===== src/hdl/tcs_cfg.svh =====
`ifndef TCS_CFG_SVH
`define TCS_CFG_SVH

// ********************************************************
// Timing
// ********************************************************
`define TCS_CLK_PERIOD_NS 8
`define TCS_SAMPLE_NS     10000
`define TCS_SAMPLE_CYC    (`TCS_SAMPLE_NS / `TCS_CLK_PERIOD_NS)
`define TCS_NS_PER_MS     1000000
`define TCS_SMP_PER_MS    (`TCS_NS_PER_MS / `TCS_SAMPLE_NS)
`define TCS_TICK_W        11

// ********************************************************
// Register indices (byte address is four times the index)
// ********************************************************
`define TCS_IDX_MODE      10'h100
`define TCS_IDX_PRE1      10'h101
`define TCS_IDX_SMOOTH    10'h10E
`define TCS_IDX_FSCALE    10'h129
`define TCS_IDX_STATUS    10'h130
`define TCS_IDX_CMD       10'h131

// ********************************************************
// Reset values and limits
// ********************************************************
`define TCS_RST_SMOOTH    16'h0000
`define TCS_RST_FSCALE    16'h0064
`define TCS_RST_PRESET    16'h0000
`define TCS_SMOOTH_MAX    16'h03E8
`define TCS_FSCALE_MAX    16'h03E8
`define TCS_PRESET_MAX    16'h012C
`define TCS_NUM_PRESET    3
`define TCS_TQ_UNIT       32'sh0000000A
`define TCS_ADC_SHIFT     15
`define TCS_FRAC          16
`define TCS_COEF_ONE      17'h10000
`define TCS_DIV_STEPS     5'h10

// ********************************************************
// Status fields
// ********************************************************
`define TCS_ST_HELD_LSB   0
`define TCS_ST_SRC_LSB    2
`define TCS_ST_FILT       5
`define TCS_ST_BUSY       6
`define TCS_ST_TORQ       7

`endif


===== src/hdl/tcs_pkg.sv =====
package tcs_pkg;

	typedef enum logic [2:0] {
		TCS_PULSE_POS     = 3'h0,
		TCS_PRESET_POS    = 3'h1,
		TCS_SPEED         = 3'h2,
		TCS_ZERO_SPEED    = 3'h3,
		TCS_ANALOG_TORQUE = 3'h4,
		TCS_ZERO_TORQUE   = 3'h5
	} tcs_mode_type;

	typedef enum logic [2:0] {
		TCS_SRC_ZERO   = 3'b001,
		TCS_SRC_ANALOG = 3'b010,
		TCS_SRC_PRESET = 3'b100
	} tcs_src_type;

	typedef enum logic [2:0] {
		TCS_DIV_IDLE = 3'b001,
		TCS_DIV_RUN  = 3'b010,
		TCS_DIV_DONE = 3'b100
	} tcs_div_type;

endpackage


===== src/hdl/tcs_top.sv =====
// Notes on behaviour
// - Each select input reads one as contact on and zero as off.
// - Source follows both select inputs and the configured mode.
// - Selects at zero in zero-reference torque mode give exactly zero.
// - Selects at zero in analog torque mode use the +/-10 V reference.
// - Patterns 0,1 / 1,0 / 1,1 pick presets one / two / three.
// - Any nonzero select takes a preset held within -300 to 300 %.
// - A preset write takes effect at the next sample, a select change at the one after.
// - In position and speed modes the result is the torque limit.
// - Analog command passes a low-pass of 0..1000 ms, zero bypasses.
// - The smoothing acts only in analog torque mode.
// - Analog result is voltage times scaling percentage over ten.
// - Scaling is a 16-bit percentage of 0..1000, reset 100.
// - In torque mode scaling sets the command at 10 V input.
// - In position and speed modes scaling sets the limit at 10 V.
//
// The implementer's own choice: register access over Wishbone.

`timescale 1ns/1ps
`default_nettype none
`include "tcs_cfg.svh"

module tcs_top
	import tcs_pkg::*;
(
	input  wire logic               clk,               // Clock
	input  wire logic               rst,               // Async reset
	input  wire logic               wb_cyc_i,          // Bus cycle
	input  wire logic               wb_stb_i,          // Bus strobe
	input  wire logic               wb_we_i,           // Write enable
	input  wire logic [11:0]        wb_adr_i,          // Byte address
	input  wire logic [31:0]        wb_dat_i,          // Write data
	input  wire logic [3:0]         wb_sel_i,          // Byte enables
	output logic      [31:0]        wb_dat_o,          // Read data
	output logic                    wb_ack_o,          // Acknowledge
	input  wire logic               torque_select_bit0, // Select input 0
	input  wire logic               torque_select_bit1, // Select input 1
	input  wire logic signed [15:0] analog_ref_code,   // Analog reference
	output logic signed [15:0]      torque_demand,     // Demand, 0.1 %
	output logic signed [15:0]      torque_limit,      // Limit, 0.1 %
	output logic                    demand_valid,      // Demand in use
	output logic                    limit_valid        // Limit in use
);

	// ********************************************************
	// Helpers
	// ********************************************************
	function automatic logic hit(
		input logic [9:0] a,
		input logic [9:0] i
	);
		hit = (a == i);
	endfunction

	function automatic logic [15:0] merge(
		input logic [15:0] old,
		input logic [31:0] dat,
		input logic [3:0]  sel
	);
		merge = old;
		if (sel[0]) begin
			merge[7:0] = dat[7:0];
		end
		if (sel[1]) begin
			merge[15:8] = dat[15:8];
		end
	endfunction

	function automatic logic [15:0] clamp_u(
		input logic [15:0] v,
		input logic [15:0] mx
	);
		clamp_u = (v > mx) ? mx : v;
	endfunction

	function automatic logic [15:0] clamp_s(
		input logic [15:0] v,
		input logic [15:0] mx
	);
		logic signed [15:0] sv;
		logic signed [15:0] smx;
		sv  = $signed(v);
		smx = $signed(mx);
		if (sv > smx) begin
			clamp_s = mx;
		end else if (sv < -smx) begin
			clamp_s = 16'(-smx);
		end else begin
			clamp_s = v;
		end
	endfunction

	function automatic logic is_torque(input tcs_mode_type m);
		is_torque = (m == TCS_ANALOG_TORQUE) || (m == TCS_ZERO_TORQUE);
	endfunction

	// ********************************************************
	// Declarations
	// ********************************************************
	logic [9:0]               idx;
	logic                     req;
	logic                     wr;
	logic                     ack_r;
	logic [31:0]              dat_r;
	logic [31:0]              rd_data;
	tcs_mode_type             mode_r;
	logic [15:0]              mode_w;
	logic [15:0]              smooth_r;
	logic [15:0]              fscale_r;
	logic [15:0]              preset_r [0:`TCS_NUM_PRESET-1];
	logic [15:0]              status;
	logic [`TCS_TICK_W-1:0]   tick_cnt_r;
	logic                     tick_r;
	logic [1:0]               sel_now;
	logic [1:0]               sel_prev_r;
	logic [1:0]               sel_held_r;
	logic signed [31:0]       ana_prod;
	logic signed [15:0]       ana_cmd;
	logic                     filt_on;
	logic signed [31:0]       x_q16;
	logic signed [31:0]       y_r;
	logic signed [32:0]       f_diff;
	logic signed [63:0]       f_prod;
	logic signed [31:0]       f_step;
	logic signed [15:0]       filt_out;
	tcs_div_type              div_st_r;
	logic [15:0]              tau_used_r;
	logic [16:0]              d_r;
	logic [16:0]              num_r;
	logic [16:0]              q_r;
	logic [16:0]              k_r;
	logic [17:0]              rem_r;
	logic [17:0]              rem_sh;
	logic                     ge;
	logic [4:0]               div_cnt_r;
	tcs_src_type              src_nxt;
	tcs_src_type              src_r;
	logic signed [15:0]       cmd_nxt;
	logic signed [15:0]       cmd_r;

	// ********************************************************
	// Bus slave
	// ********************************************************
	assign idx      = wb_adr_i[11:2];
	assign req      = wb_cyc_i & wb_stb_i & ~ack_r;
	// Write lands at the edge where the master samples ack high
	assign wr       = wb_cyc_i & wb_stb_i & wb_we_i & ack_r;
	assign wb_ack_o = ack_r;
	assign wb_dat_o = dat_r;
	assign mode_w   = merge({13'h0000, mode_r}, wb_dat_i, wb_sel_i);

	always_ff @(posedge clk or posedge rst) begin
		if (rst) begin
			ack_r <= 1'b0;
			dat_r <= 32'h00000000;
		end else begin
			ack_r <= req;
			if (req) begin
				dat_r <= rd_data;
			end
		end
	end

	always_comb begin
		rd_data = 32'h00000000;
		if (hit(idx, `TCS_IDX_MODE)) begin
			rd_data[2:0] = mode_r;
		end
		if (hit(idx, `TCS_IDX_SMOOTH)) begin
			rd_data[15:0] = smooth_r;
		end
		if (hit(idx, `TCS_IDX_FSCALE)) begin
			rd_data[15:0] = fscale_r;
		end
		for (int i = 0; i < `TCS_NUM_PRESET; i++) begin
			if (hit(idx, `TCS_IDX_PRE1 + 10'(i))) begin
				rd_data[15:0] = preset_r[i];
			end
		end
		if (hit(idx, `TCS_IDX_STATUS)) begin
			rd_data[15:0] = status;
		end
		if (hit(idx, `TCS_IDX_CMD)) begin
			rd_data[15:0] = cmd_r;
		end
	end

	// ********************************************************
	// Configuration registers
	// ********************************************************
	always_ff @(posedge clk or posedge rst) begin
		if (rst) begin
			mode_r <= TCS_ANALOG_TORQUE;
		end else if (wr && hit(idx, `TCS_IDX_MODE)) begin
			// Undefined mode codes are dropped
			if (mode_w[2:0] <= TCS_ZERO_TORQUE && mode_w[15:3] == 13'h0000) begin
				mode_r <= tcs_mode_type'(mode_w[2:0]);
			end
		end
	end

	always_ff @(posedge clk or posedge rst) begin
		if (rst) begin
			smooth_r <= `TCS_RST_SMOOTH;
		end else if (wr && hit(idx, `TCS_IDX_SMOOTH)) begin
			smooth_r <= clamp_u(merge(smooth_r, wb_dat_i, wb_sel_i),
			                    `TCS_SMOOTH_MAX);
		end
	end

	always_ff @(posedge clk or posedge rst) begin
		if (rst) begin
			fscale_r <= `TCS_RST_FSCALE;
		end else if (wr && hit(idx, `TCS_IDX_FSCALE)) begin
			fscale_r <= clamp_u(merge(fscale_r, wb_dat_i, wb_sel_i),
			                    `TCS_FSCALE_MAX);
		end
	end

	for (genvar gi = 0; gi < `TCS_NUM_PRESET; gi++) begin : g_pre
		always_ff @(posedge clk or posedge rst) begin
			if (rst) begin
				preset_r[gi] <= `TCS_RST_PRESET;
			end else if (wr && hit(idx, `TCS_IDX_PRE1 + 10'(gi))) begin
				preset_r[gi] <= clamp_s(
					merge(preset_r[gi], wb_dat_i, wb_sel_i),
					`TCS_PRESET_MAX);
			end
		end
	end

	// ********************************************************
	// Sample period
	// ********************************************************
	always_ff @(posedge clk or posedge rst) begin
		if (rst) begin
			tick_cnt_r <= '0;
			tick_r     <= 1'b0;
		end else if (tick_cnt_r == `TCS_TICK_W'(`TCS_SAMPLE_CYC - 1)) begin
			tick_cnt_r <= '0;
			tick_r     <= 1'b1;
		end else begin
			tick_cnt_r <= tick_cnt_r + 1'b1;
			tick_r     <= 1'b0;
		end
	end

	// ********************************************************
	// Select inputs
	// ********************************************************
	// one means on
	assign sel_now = {torque_select_bit1, torque_select_bit0};

	always_ff @(posedge clk or posedge rst) begin
		if (rst) begin
			sel_prev_r <= 2'h0;
			sel_held_r <= 2'h0;
		end else if (tick_r) begin
			sel_prev_r <= sel_now;
			if (sel_now != sel_prev_r) begin
				sel_held_r <= sel_now;
			end
		end
	end

	// ********************************************************
	// Analog scaling and smoothing
	// ********************************************************
	// voltage times scale
	assign ana_prod = 32'(analog_ref_code) * $signed({16'h0000, fscale_r})
	                  * `TCS_TQ_UNIT;
	assign ana_cmd  = 16'(ana_prod >>> `TCS_ADC_SHIFT);

	assign filt_on  = (mode_r == TCS_ANALOG_TORQUE) &&
	                  (smooth_r != 16'h0000);
	assign x_q16    = 32'(ana_cmd) <<< `TCS_FRAC;
	assign f_diff   = 33'(x_q16) - 33'(y_r);
	assign f_prod   = 64'(f_diff) * 64'($signed({15'h0000, k_r}));
	assign f_step   = 32'(f_prod >>> `TCS_FRAC);
	assign filt_out = 16'(y_r >>> `TCS_FRAC);

	always_ff @(posedge clk or posedge rst) begin
		if (rst) begin
			y_r <= 32'sh00000000;
		end else if (tick_r) begin
			if (filt_on) begin
				y_r <= y_r + f_step;
			end else begin
				y_r <= x_q16;
			end
		end
	end

	// ********************************************************
	// Coefficient divider
	// ********************************************************
	assign rem_sh = {rem_r[16:0], num_r[16]};
	assign ge     = (rem_sh >= {1'b0, d_r});

	always_ff @(posedge clk or posedge rst) begin
		if (rst) begin
			div_st_r   <= TCS_DIV_IDLE;
			tau_used_r <= `TCS_RST_SMOOTH;
			d_r        <= 17'h00001;
			num_r      <= 17'h00000;
			q_r        <= 17'h00000;
			rem_r      <= 18'h00000;
			div_cnt_r  <= 5'h00;
			k_r        <= `TCS_COEF_ONE;
		end else begin
			case (div_st_r)
				TCS_DIV_IDLE: begin
					if (smooth_r != tau_used_r) begin
						tau_used_r <= smooth_r;
						d_r        <= 17'(32'(smooth_r) * `TCS_SMP_PER_MS + 1);
						num_r      <= `TCS_COEF_ONE;
						q_r        <= 17'h00000;
						rem_r      <= 18'h00000;
						div_cnt_r  <= `TCS_DIV_STEPS;
						div_st_r   <= TCS_DIV_RUN;
					end
				end
				TCS_DIV_RUN: begin
					rem_r     <= ge ? rem_sh - {1'b0, d_r} : rem_sh;
					q_r       <= {q_r[15:0], ge};
					num_r     <= {num_r[15:0], 1'b0};
					div_cnt_r <= div_cnt_r - 1'b1;
					if (div_cnt_r == 5'h00) begin
						div_st_r <= TCS_DIV_DONE;
					end
				end
				TCS_DIV_DONE: begin
					k_r      <= q_r;
					div_st_r <= TCS_DIV_IDLE;
				end
				default: begin
					div_st_r <= TCS_DIV_IDLE;
				end
			endcase
		end
	end

	// ********************************************************
	// Command selection
	// ********************************************************
	always_comb begin
		src_nxt = TCS_SRC_ANALOG;
		cmd_nxt = filt_out;
		if (sel_held_r != 2'h0) begin
			src_nxt = TCS_SRC_PRESET;
			cmd_nxt = 16'(32'($signed(preset_r[sel_held_r - 2'h1]))
			              * `TCS_TQ_UNIT);
		end else if (mode_r == TCS_ZERO_TORQUE) begin
			src_nxt = TCS_SRC_ZERO;
			cmd_nxt = 16'sh0000;
		end else begin
			src_nxt = TCS_SRC_ANALOG;
			cmd_nxt = filt_out;
		end
	end

	always_ff @(posedge clk or posedge rst) begin
		if (rst) begin
			cmd_r <= 16'sh0000;
			src_r <= TCS_SRC_ANALOG;
		end else if (tick_r) begin
			cmd_r <= cmd_nxt;
			src_r <= src_nxt;
		end
	end

	always_ff @(posedge clk or posedge rst) begin
		if (rst) begin
			torque_demand <= 16'sh0000;
			torque_limit  <= 16'sh0000;
			demand_valid  <= 1'b0;
			limit_valid   <= 1'b0;
		end else if (tick_r) begin
			if (is_torque(mode_r)) begin
				torque_demand <= cmd_nxt;
				torque_limit  <= 16'sh0000;
				demand_valid  <= 1'b1;
				limit_valid   <= 1'b0;
			end else begin
				torque_demand <= 16'sh0000;
				torque_limit  <= cmd_nxt;
				demand_valid  <= 1'b0;
				limit_valid   <= 1'b1;
			end
		end
	end

	// ********************************************************
	// Status
	// ********************************************************
	always_comb begin
		status = 16'h0000;
		status[`TCS_ST_HELD_LSB +: 2] = sel_held_r;
		status[`TCS_ST_SRC_LSB +: 3]  = src_r;
		status[`TCS_ST_FILT]          = filt_on;
		status[`TCS_ST_BUSY]          = (div_st_r != TCS_DIV_IDLE);
		status[`TCS_ST_TORQ]          = is_torque(mode_r);
	end

endmodule

`default_nettype wire


===== config.mk =====
export PLATFORM = sky130hd
export DESIGN_NAME = tcs_top
export DESIGN_NICKNAME = d
export VERILOG_FILES = /design/src/hdl/tcs_pkg.sv /design/src/hdl/tcs_top.sv
export VERILOG_INCLUDE_DIRS = /design/src /design/src/hdl
export SDC_FILE = /design/constraint.sdc
export NUM_CORES = 2
export LEC_CHECK = 0
export BUFFER_PORTS_ARGS = -buffer_cell sky130_fd_sc_hd__buf_4
export CAP_MARGIN = 20
export CORE_ASPECT_RATIO = 1.4
export CORE_MARGIN = 3
export CORE_UTILIZATION = 35
export DETAILED_ROUTE_END_ITERATION = 16
export SLEW_MARGIN = 5
export SYNTH_ARGS = -nofsm -noshare
export SYNTH_HDL_FRONTEND = slang
export SYNTH_SLANG_ARGS = --single-unit

===== constraint.sdc =====
create_clock -name clk -period 18.9 [get_ports clk]
set_clock_uncertainty 0.15 [all_clocks]
set_input_delay 0 -clock clk [delete_from_list [all_inputs] [get_ports clk]]
set_output_delay 0 -clock clk [all_outputs]
set_load 0.05 [all_outputs]

# Word level (Yosys, flattened, before mapping)
# Cells that the tools add are included.
dict set report totals {
  out_inout_bits 67
  elab_cells 158
  ff_bits 310
}
dict set report op_classes {
  muxes 64
  add_sub_neg 7
  n_lt_le_gt_ge 11
  n_eq_ne 19
  reduce_logical 19
  bitwise_logic 6
  mul 5
}
# cell count
set ops {}
lappend ops {{2-to-1 mux 16 bit} 21}
lappend ops {{2-to-1 mux 8 bit} 22}
lappend ops {{case mux 17 bit (2 select lines)} 3}
lappend ops {{equality test 10 x 9 -> 1 bit, second input constant} 8}
lappend ops {{> comparator 16 x 10 -> 1 bit, second input constant} 5}
lappend ops {{2-to-1 mux 17 bit} 4}
lappend ops {{< comparator 16 x 10 -> 1 bit, second input constant} 3}
lappend ops {{multiplier 33 x 18 -> 48 bit} 1}
lappend ops {{subtractor 32 x 32 -> 33 bit} 1}
lappend ops {{adder 32 bit} 1}
lappend ops {{binary-select mux 16 bit (select 2 bit)} 1}
lappend ops {{multiplier 16 x 17 -> 32 bit} 1}
lappend ops {{multiplier 32 x 4 -> 30 bit, second input constant} 1}
lappend ops {{2-to-1 mux 32 bit} 1}
lappend ops {{>= comparator 18 x 17 -> 1 bit} 1}
lappend ops {{adder 17 x 1 -> 17 bit, second input constant} 1}
lappend ops {{subtractor 17 bit} 1}
lappend ops {{multiplier 16 x 4 -> 15 bit, second input constant} 1}
lappend ops {{multiplier 16 x 5 -> 15 bit, second input constant} 1}
lappend ops {{inequality test 16 bit} 1}
lappend ops {{nonzero test 16 bit} 1}
lappend ops {{zero test 13 bit} 1}
lappend ops {{2-to-1 mux 3 bit} 4}
lappend ops {{adder 11 x 1 -> 11 bit, second input constant} 1}
lappend ops {{other kinds (25)} 45}

# Logic depth before layout (Yosys ltp)
dict set report depth {
  ltp_word 9
  mapped_depth 73
}

# Least setup slack after synthesis
# OpenSTA, ideal clock, no wires.
dict set report synth_path {
  kind {reg-to-reg}
  startpoint {register fscale_r[6]}
  endpoint {register y_r[31]}
  arrival_ps 16034
  stages_incl_launch_ff 70
  synth_period_minus_slack_ps 16318
  n_path_buf 4
  path_slack_ps 2582
  path_cell_list {dfstp_2 -> clkbuf_1 -> clkbuf_1 -> nand2_1 -> fa_1 -> fa_1 -> fa_1 -> fa_1 -> inv_1 -> fa_1 -> inv_1 -> fa_1 -> inv_1 -> ha_1 -> a21o_1 -> a21o_1 -> a21o_1 -> a221o_1 -> [... 34 more ...] -> a21oi_1 -> o21bai_1 -> a21o_1 -> a21o_1 -> a21oi_1 -> nor2b_1 -> a311oi_2 -> o21bai_1 -> a21oi_1 -> xnor2_1 -> ha_1 -> and3_1 -> nor4bb_1 -> o31ai_1 -> xnor3_1 -> xnor2_1 -> nor2_1 -> o22ai_2}
}
dict set report synth_between {
  elab_chain_cells 6
}
# item line_no
set synth_lines {}
lappend synth_lines {{start: declaration} tcs_top.sv:109} ;# logic [15:0] fscale_r;
lappend synth_lines {{start signal: assignment} tcs_top.sv:213} ;# fscale_r <= `TCS_RST_FSCALE;
lappend synth_lines {{start signal: assignment} tcs_top.sv:215} ;# fscale_r <= clamp_u(merge(fscale_r, wb_dat_i, wb_sel_i),
lappend synth_lines {{multiplier 16 x 17 -> 32 bit (*)} tcs_top.sv:270} ;# assign ana_prod = 32'(analog_ref_code) * $signed({16'h0000, fscale_r})
lappend synth_lines {{multiplier 32 x 4 -> 30 bit (no source line) (*)} -}
lappend synth_lines {{subtractor 32 x 32 -> 33 bit} tcs_top.sv:277} ;# assign f_diff = 33'(x_q16) - 33'(y_r);
lappend synth_lines {{multiplier 33 x 18 -> 48 bit} tcs_top.sv:278} ;# assign f_prod = 64'(f_diff) * 64'($signed({15'h0000, k_r}));
lappend synth_lines {{adder 32 bit} tcs_top.sv:287} ;# y_r <= y_r + f_step;
lappend synth_lines {{2-to-1 mux 32 bit (*)} tcs_top.sv:286} ;# if (filt_on) begin
lappend synth_lines {{end signal: assignment} tcs_top.sv:287}
lappend synth_lines {{end signal: assignment} tcs_top.sv:289} ;# y_r <= x_q16;
lappend synth_lines {{end: declaration} tcs_top.sv:121} ;# logic signed [31:0] y_r;
# Mark *: on every way between the ends. The rest lies on a longest branch, timed or not.
# A chain may end at the register's enable or synchronous reset.

# Worst setup path after layout
dict set report layout_path {
  startpoint {register fscale_r[7]}
  endpoint {register y_r[31]}
}
# The elaborated chain is that of the path after synthesis.

==> flow_metrics.env <==
export IMPL_period_needed_ns=17.80
export IMPL_grt_pass1_wl_um=218000
export IMPL_drv_cap=0
export IMPL_fmax_mhz=56.2
export IMPL_path_common_cell="fa_1"
export IMPL_overflow=0
export IMPL_start_util_pct=35.5
export IMPL_setup_ws_ns=1.10
export IMPL_ys_seq_area_share_pct=15.5
export IMPL_numCtsBuffers=36
export IMPL_finalInstanceArea_um2=51000
export IMPL_crit_arrival_ns=18.08
export IMPL_pin_count=138
export IMPL_die_h_um=438
export IMPL_drt_initial_drc_count=1945
export IMPL_async_flop_share_pct=100
export IMPL_clockBufferDepth=3
export IMPL_total_power_mw=2.06
export IMPL_hold_class="in2async"
export IMPL_rsz0062_at_grt="no"
export IMPL_critPathKind="reg2reg"
export IMPL_die_w_um=314
export IMPL_ant_nets=0
export IMPL_cp_max_fo=16
export IMPL_grt_max_degree=126
export IMPL_dr_pass1_iters=7
export IMPL_dp_slack_ns=0.905
export IMPL_seqPwrFrac_pct=33.6
export IMPL_synth_area_um2=46600
export IMPL_yosysWarnings=0
export IMPL_area_growth_pct=9.37
export IMPL_cts_clk_slew_worst_paths_ns=0.06
export IMPL_ys_ff_latch=289
export IMPL_layout_nets=6561
export IMPL_holdWs_ns=-0.00724
export IMPL_stdcell_count=7154
export IMPL_clk_latency_ns=0.58
export IMPL_core_area_um2=131000
export IMPL_dp_cells=7050
export IMPL_dp_hpwl_um=106000
export IMPL_final_layout_size_suffix_gt1_share_pct=5.85
export IMPL_antenna_found_initial=3
export IMPL_synthCells=5344
export IMPL_dieArea_um2=138000
export IMPL_ir_drop_v=0.0000634
export IMPL_yosys_area_top_type_share_pct=30.8
export IMPL_viasPerCell=5.13
export IMPL_violations="negative hold slack"
export IMPL_routabilityCongestion=0.935
export IMPL_synthTopCellsByArea="fa_1 (31%), dfrtp_1 (15%), ha_1 (11%)"
export IMPL_end_kind="register"
export IMPL_cts_sinks=289
export IMPL_routedWlPerCell_um=18.9
export IMPL_ys_flop_type="dfrtp_1"
export IMPL_slowest_stage="a2111oi_1"
export IMPL_grtUsageTotal_pct=20.0
export IMPL_postSynthAreaPerCell_um2=8.72
export IMPL_period_share_pct=94.2
export IMPL_tritoncts="built"
export IMPL_synthTopCellsByCount="inv_1 (1054), fa_1 (716), nand2_1 (705)"
export IMPL_tightest_slew_ns=1.08
export IMPL_report_final_slew_viol_count=0
export IMPL_post_synth_top_count_cell="inv_1"
export IMPL_max_stage_delay_ns=0.63
export IMPL_via_count=36700
export IMPL_power_density_nw_per_um2=40.4
export IMPL_internal_power_mw=1.31
export IMPL_first_global_vias=39200
export IMPL_cts_htree_levels=2
export IMPL_synth_edf_count=0
export IMPL_cp_start_kind="register"
export IMPL_root_buffer="clkbuf_16"
export IMPL_synth_top_area_cell="fa_1"
export IMPL_tns_ns=0
export IMPL_combPwrFrac_pct=30.7
export IMPL_drc_errors=0
export IMPL_yosysUniqueCellTypes=92
export IMPL_switching_share_pct=36.2
export IMPL_switching_power_mw=0.745
export IMPL_run_status="finished, violations left"
export IMPL_fin_util_pct=38.8
export IMPL_worstPathRequired_ns=19.18
export IMPL_setup_viol=0
export IMPL_power_leakage_nw=25.8
export IMPL_placed_area_um2=49300
export IMPL_hold_viol_final=8
export IMPL_rows=157
export IMPL_io_buffers=101
export IMPL_drt_total_wl_um=135000
export IMPL_fill_cells=13400
export IMPL_timing_slew_headroom_pct=27.2
export IMPL_p_clk_share_pct=35.7
[registers in the layout, indices dropped and copies added, names as in the netlist, 5 cells and up, named ones only]
signal	cells
preset_r	48
y_r	32
k_r	17
q_r	17
rem_r	17
cmd_r	16
fscale_r	16
smooth_r	16
tau_used_r	16
torque_demand	16
torque_limit	16
wb_dat_o	16
d_r	12
tick_cnt_r	11
div_cnt_r	5
[final cells by class]
type	instances	area, um2	area share [%]
Antenna cell	1	2.50	0.00491
Clock buffer	47	1020	2.01
Clock inverter	18	229	0.449
Inverter	1058	3980	7.81
Multi-Input combinational cell	3766	34500	67.7
Sequential cell	289	7250	14.2
Tap cell	1749	2190	4.29
Timing Repair Buffer	226	1800	3.53
[layer usage]
| layer | GRT usage (%) | routed length (um) | vias up | share of wire, % |
|---|---|---|---|---|
| li1 | - | - | 16800 | - |
| met1 | 22.6 | 50500 | 18500 | 37 |
| met2 | 36.8 | 70400 | 1046 | 52 |
| met3 | 1.92 | 5590 | 394 | 4.1 |
| met4 | 11.1 | 8730 | 4 | 6.5 |
| met5 | 0 | 27 | - | 0.020 |
[cells in the final DEF (no fill, tap or decap), types with 28 or more instances in the layout]
master         instances
inv_1               1053
fa_1                 716
nand2_1              705
ha_1                 397
and2_1               359
dfrtp_1              276
nor2_1               220
a21oi_1              188
buf_4                187
o21ai_0              182
xnor2_1              161
nand3_1               84
a21o_1                58
o22ai_1               53
xor2_1                50
nor3_1                41
nor2b_1               38
mux2i_1               37
dlygate4sd3_1         37
clkbuf_16             36
nand2b_1              30
o21ai_1               30
o21a_1                30
mux2_2                28
[worst paths after layout]
kind / slack [ns] / from / to / cells after the start
max: 1.10 / fscale_r[7]$_DFFE_PP0P_ / y_r[31]$_DFFE_PP0P_ / 69
min: -0.007 / rst / div_cnt_r[0]$_DFFE_PP0P_ / 3
max reg2reg: 1.10 / fscale_r[7]$_DFFE_PP0P_ / y_r[31]$_DFFE_PP0P_ / 69
min reg2reg: 0.33 / d_r[13]$_DFFE_PP0P_ / d_r[13]$_DFFE_PP0P_ / 2
max in group asynchronous: 17.32 / rst / wb_ack_o$_DFF_PP0_ / 4
min in group clk: 0.04 / wb_adr_i[10] / smooth_r[8]$_DFFE_PP0P_ / 6
[logic make-up after synthesis]
group	share of synthesized area [%]
fa+ha+maj	41.4
other cells	0.00805
flops	15.5
mux	1.47
xor+xnor	4.01
simple gates	16.1
compound gates	10.8
buf+inv	10.7
[worst max-delay path: cells and delay by family (launching register included)]
family | cells | cell delay [ns]
xor+xnor | 7 | 1.67
flops | 1 | 0.55
buf+inv | 10 | 0.98
simple gates | 13 | 2.11
fa+ha+maj | 17 | 7.76
compound gates | 22 | 4.44
[power by group through the flow]
stage	clock [mW]	combinational, mW	sequential (mW)
4_1_cts	0.753	0.634	0.691
5_1_grt	0.777	0.700	0.697
3_5_place_dp	0	0.626	0.702
2_1_floorplan	0	0.442	0.692
6_report	0.736	0.632	0.691
3_3_place_gp	0	0.620	0.701
[timing repair]
action / CTS / global route
hold endpoints to repair: 195 / 0
hold buffers: 37 / 0
endpoints found under the setup margin: 0 / 1
resized for setup: 0 / 2
setup buffers: 0 / 0
No activity file was read; power rests on OpenSTA's default activity.
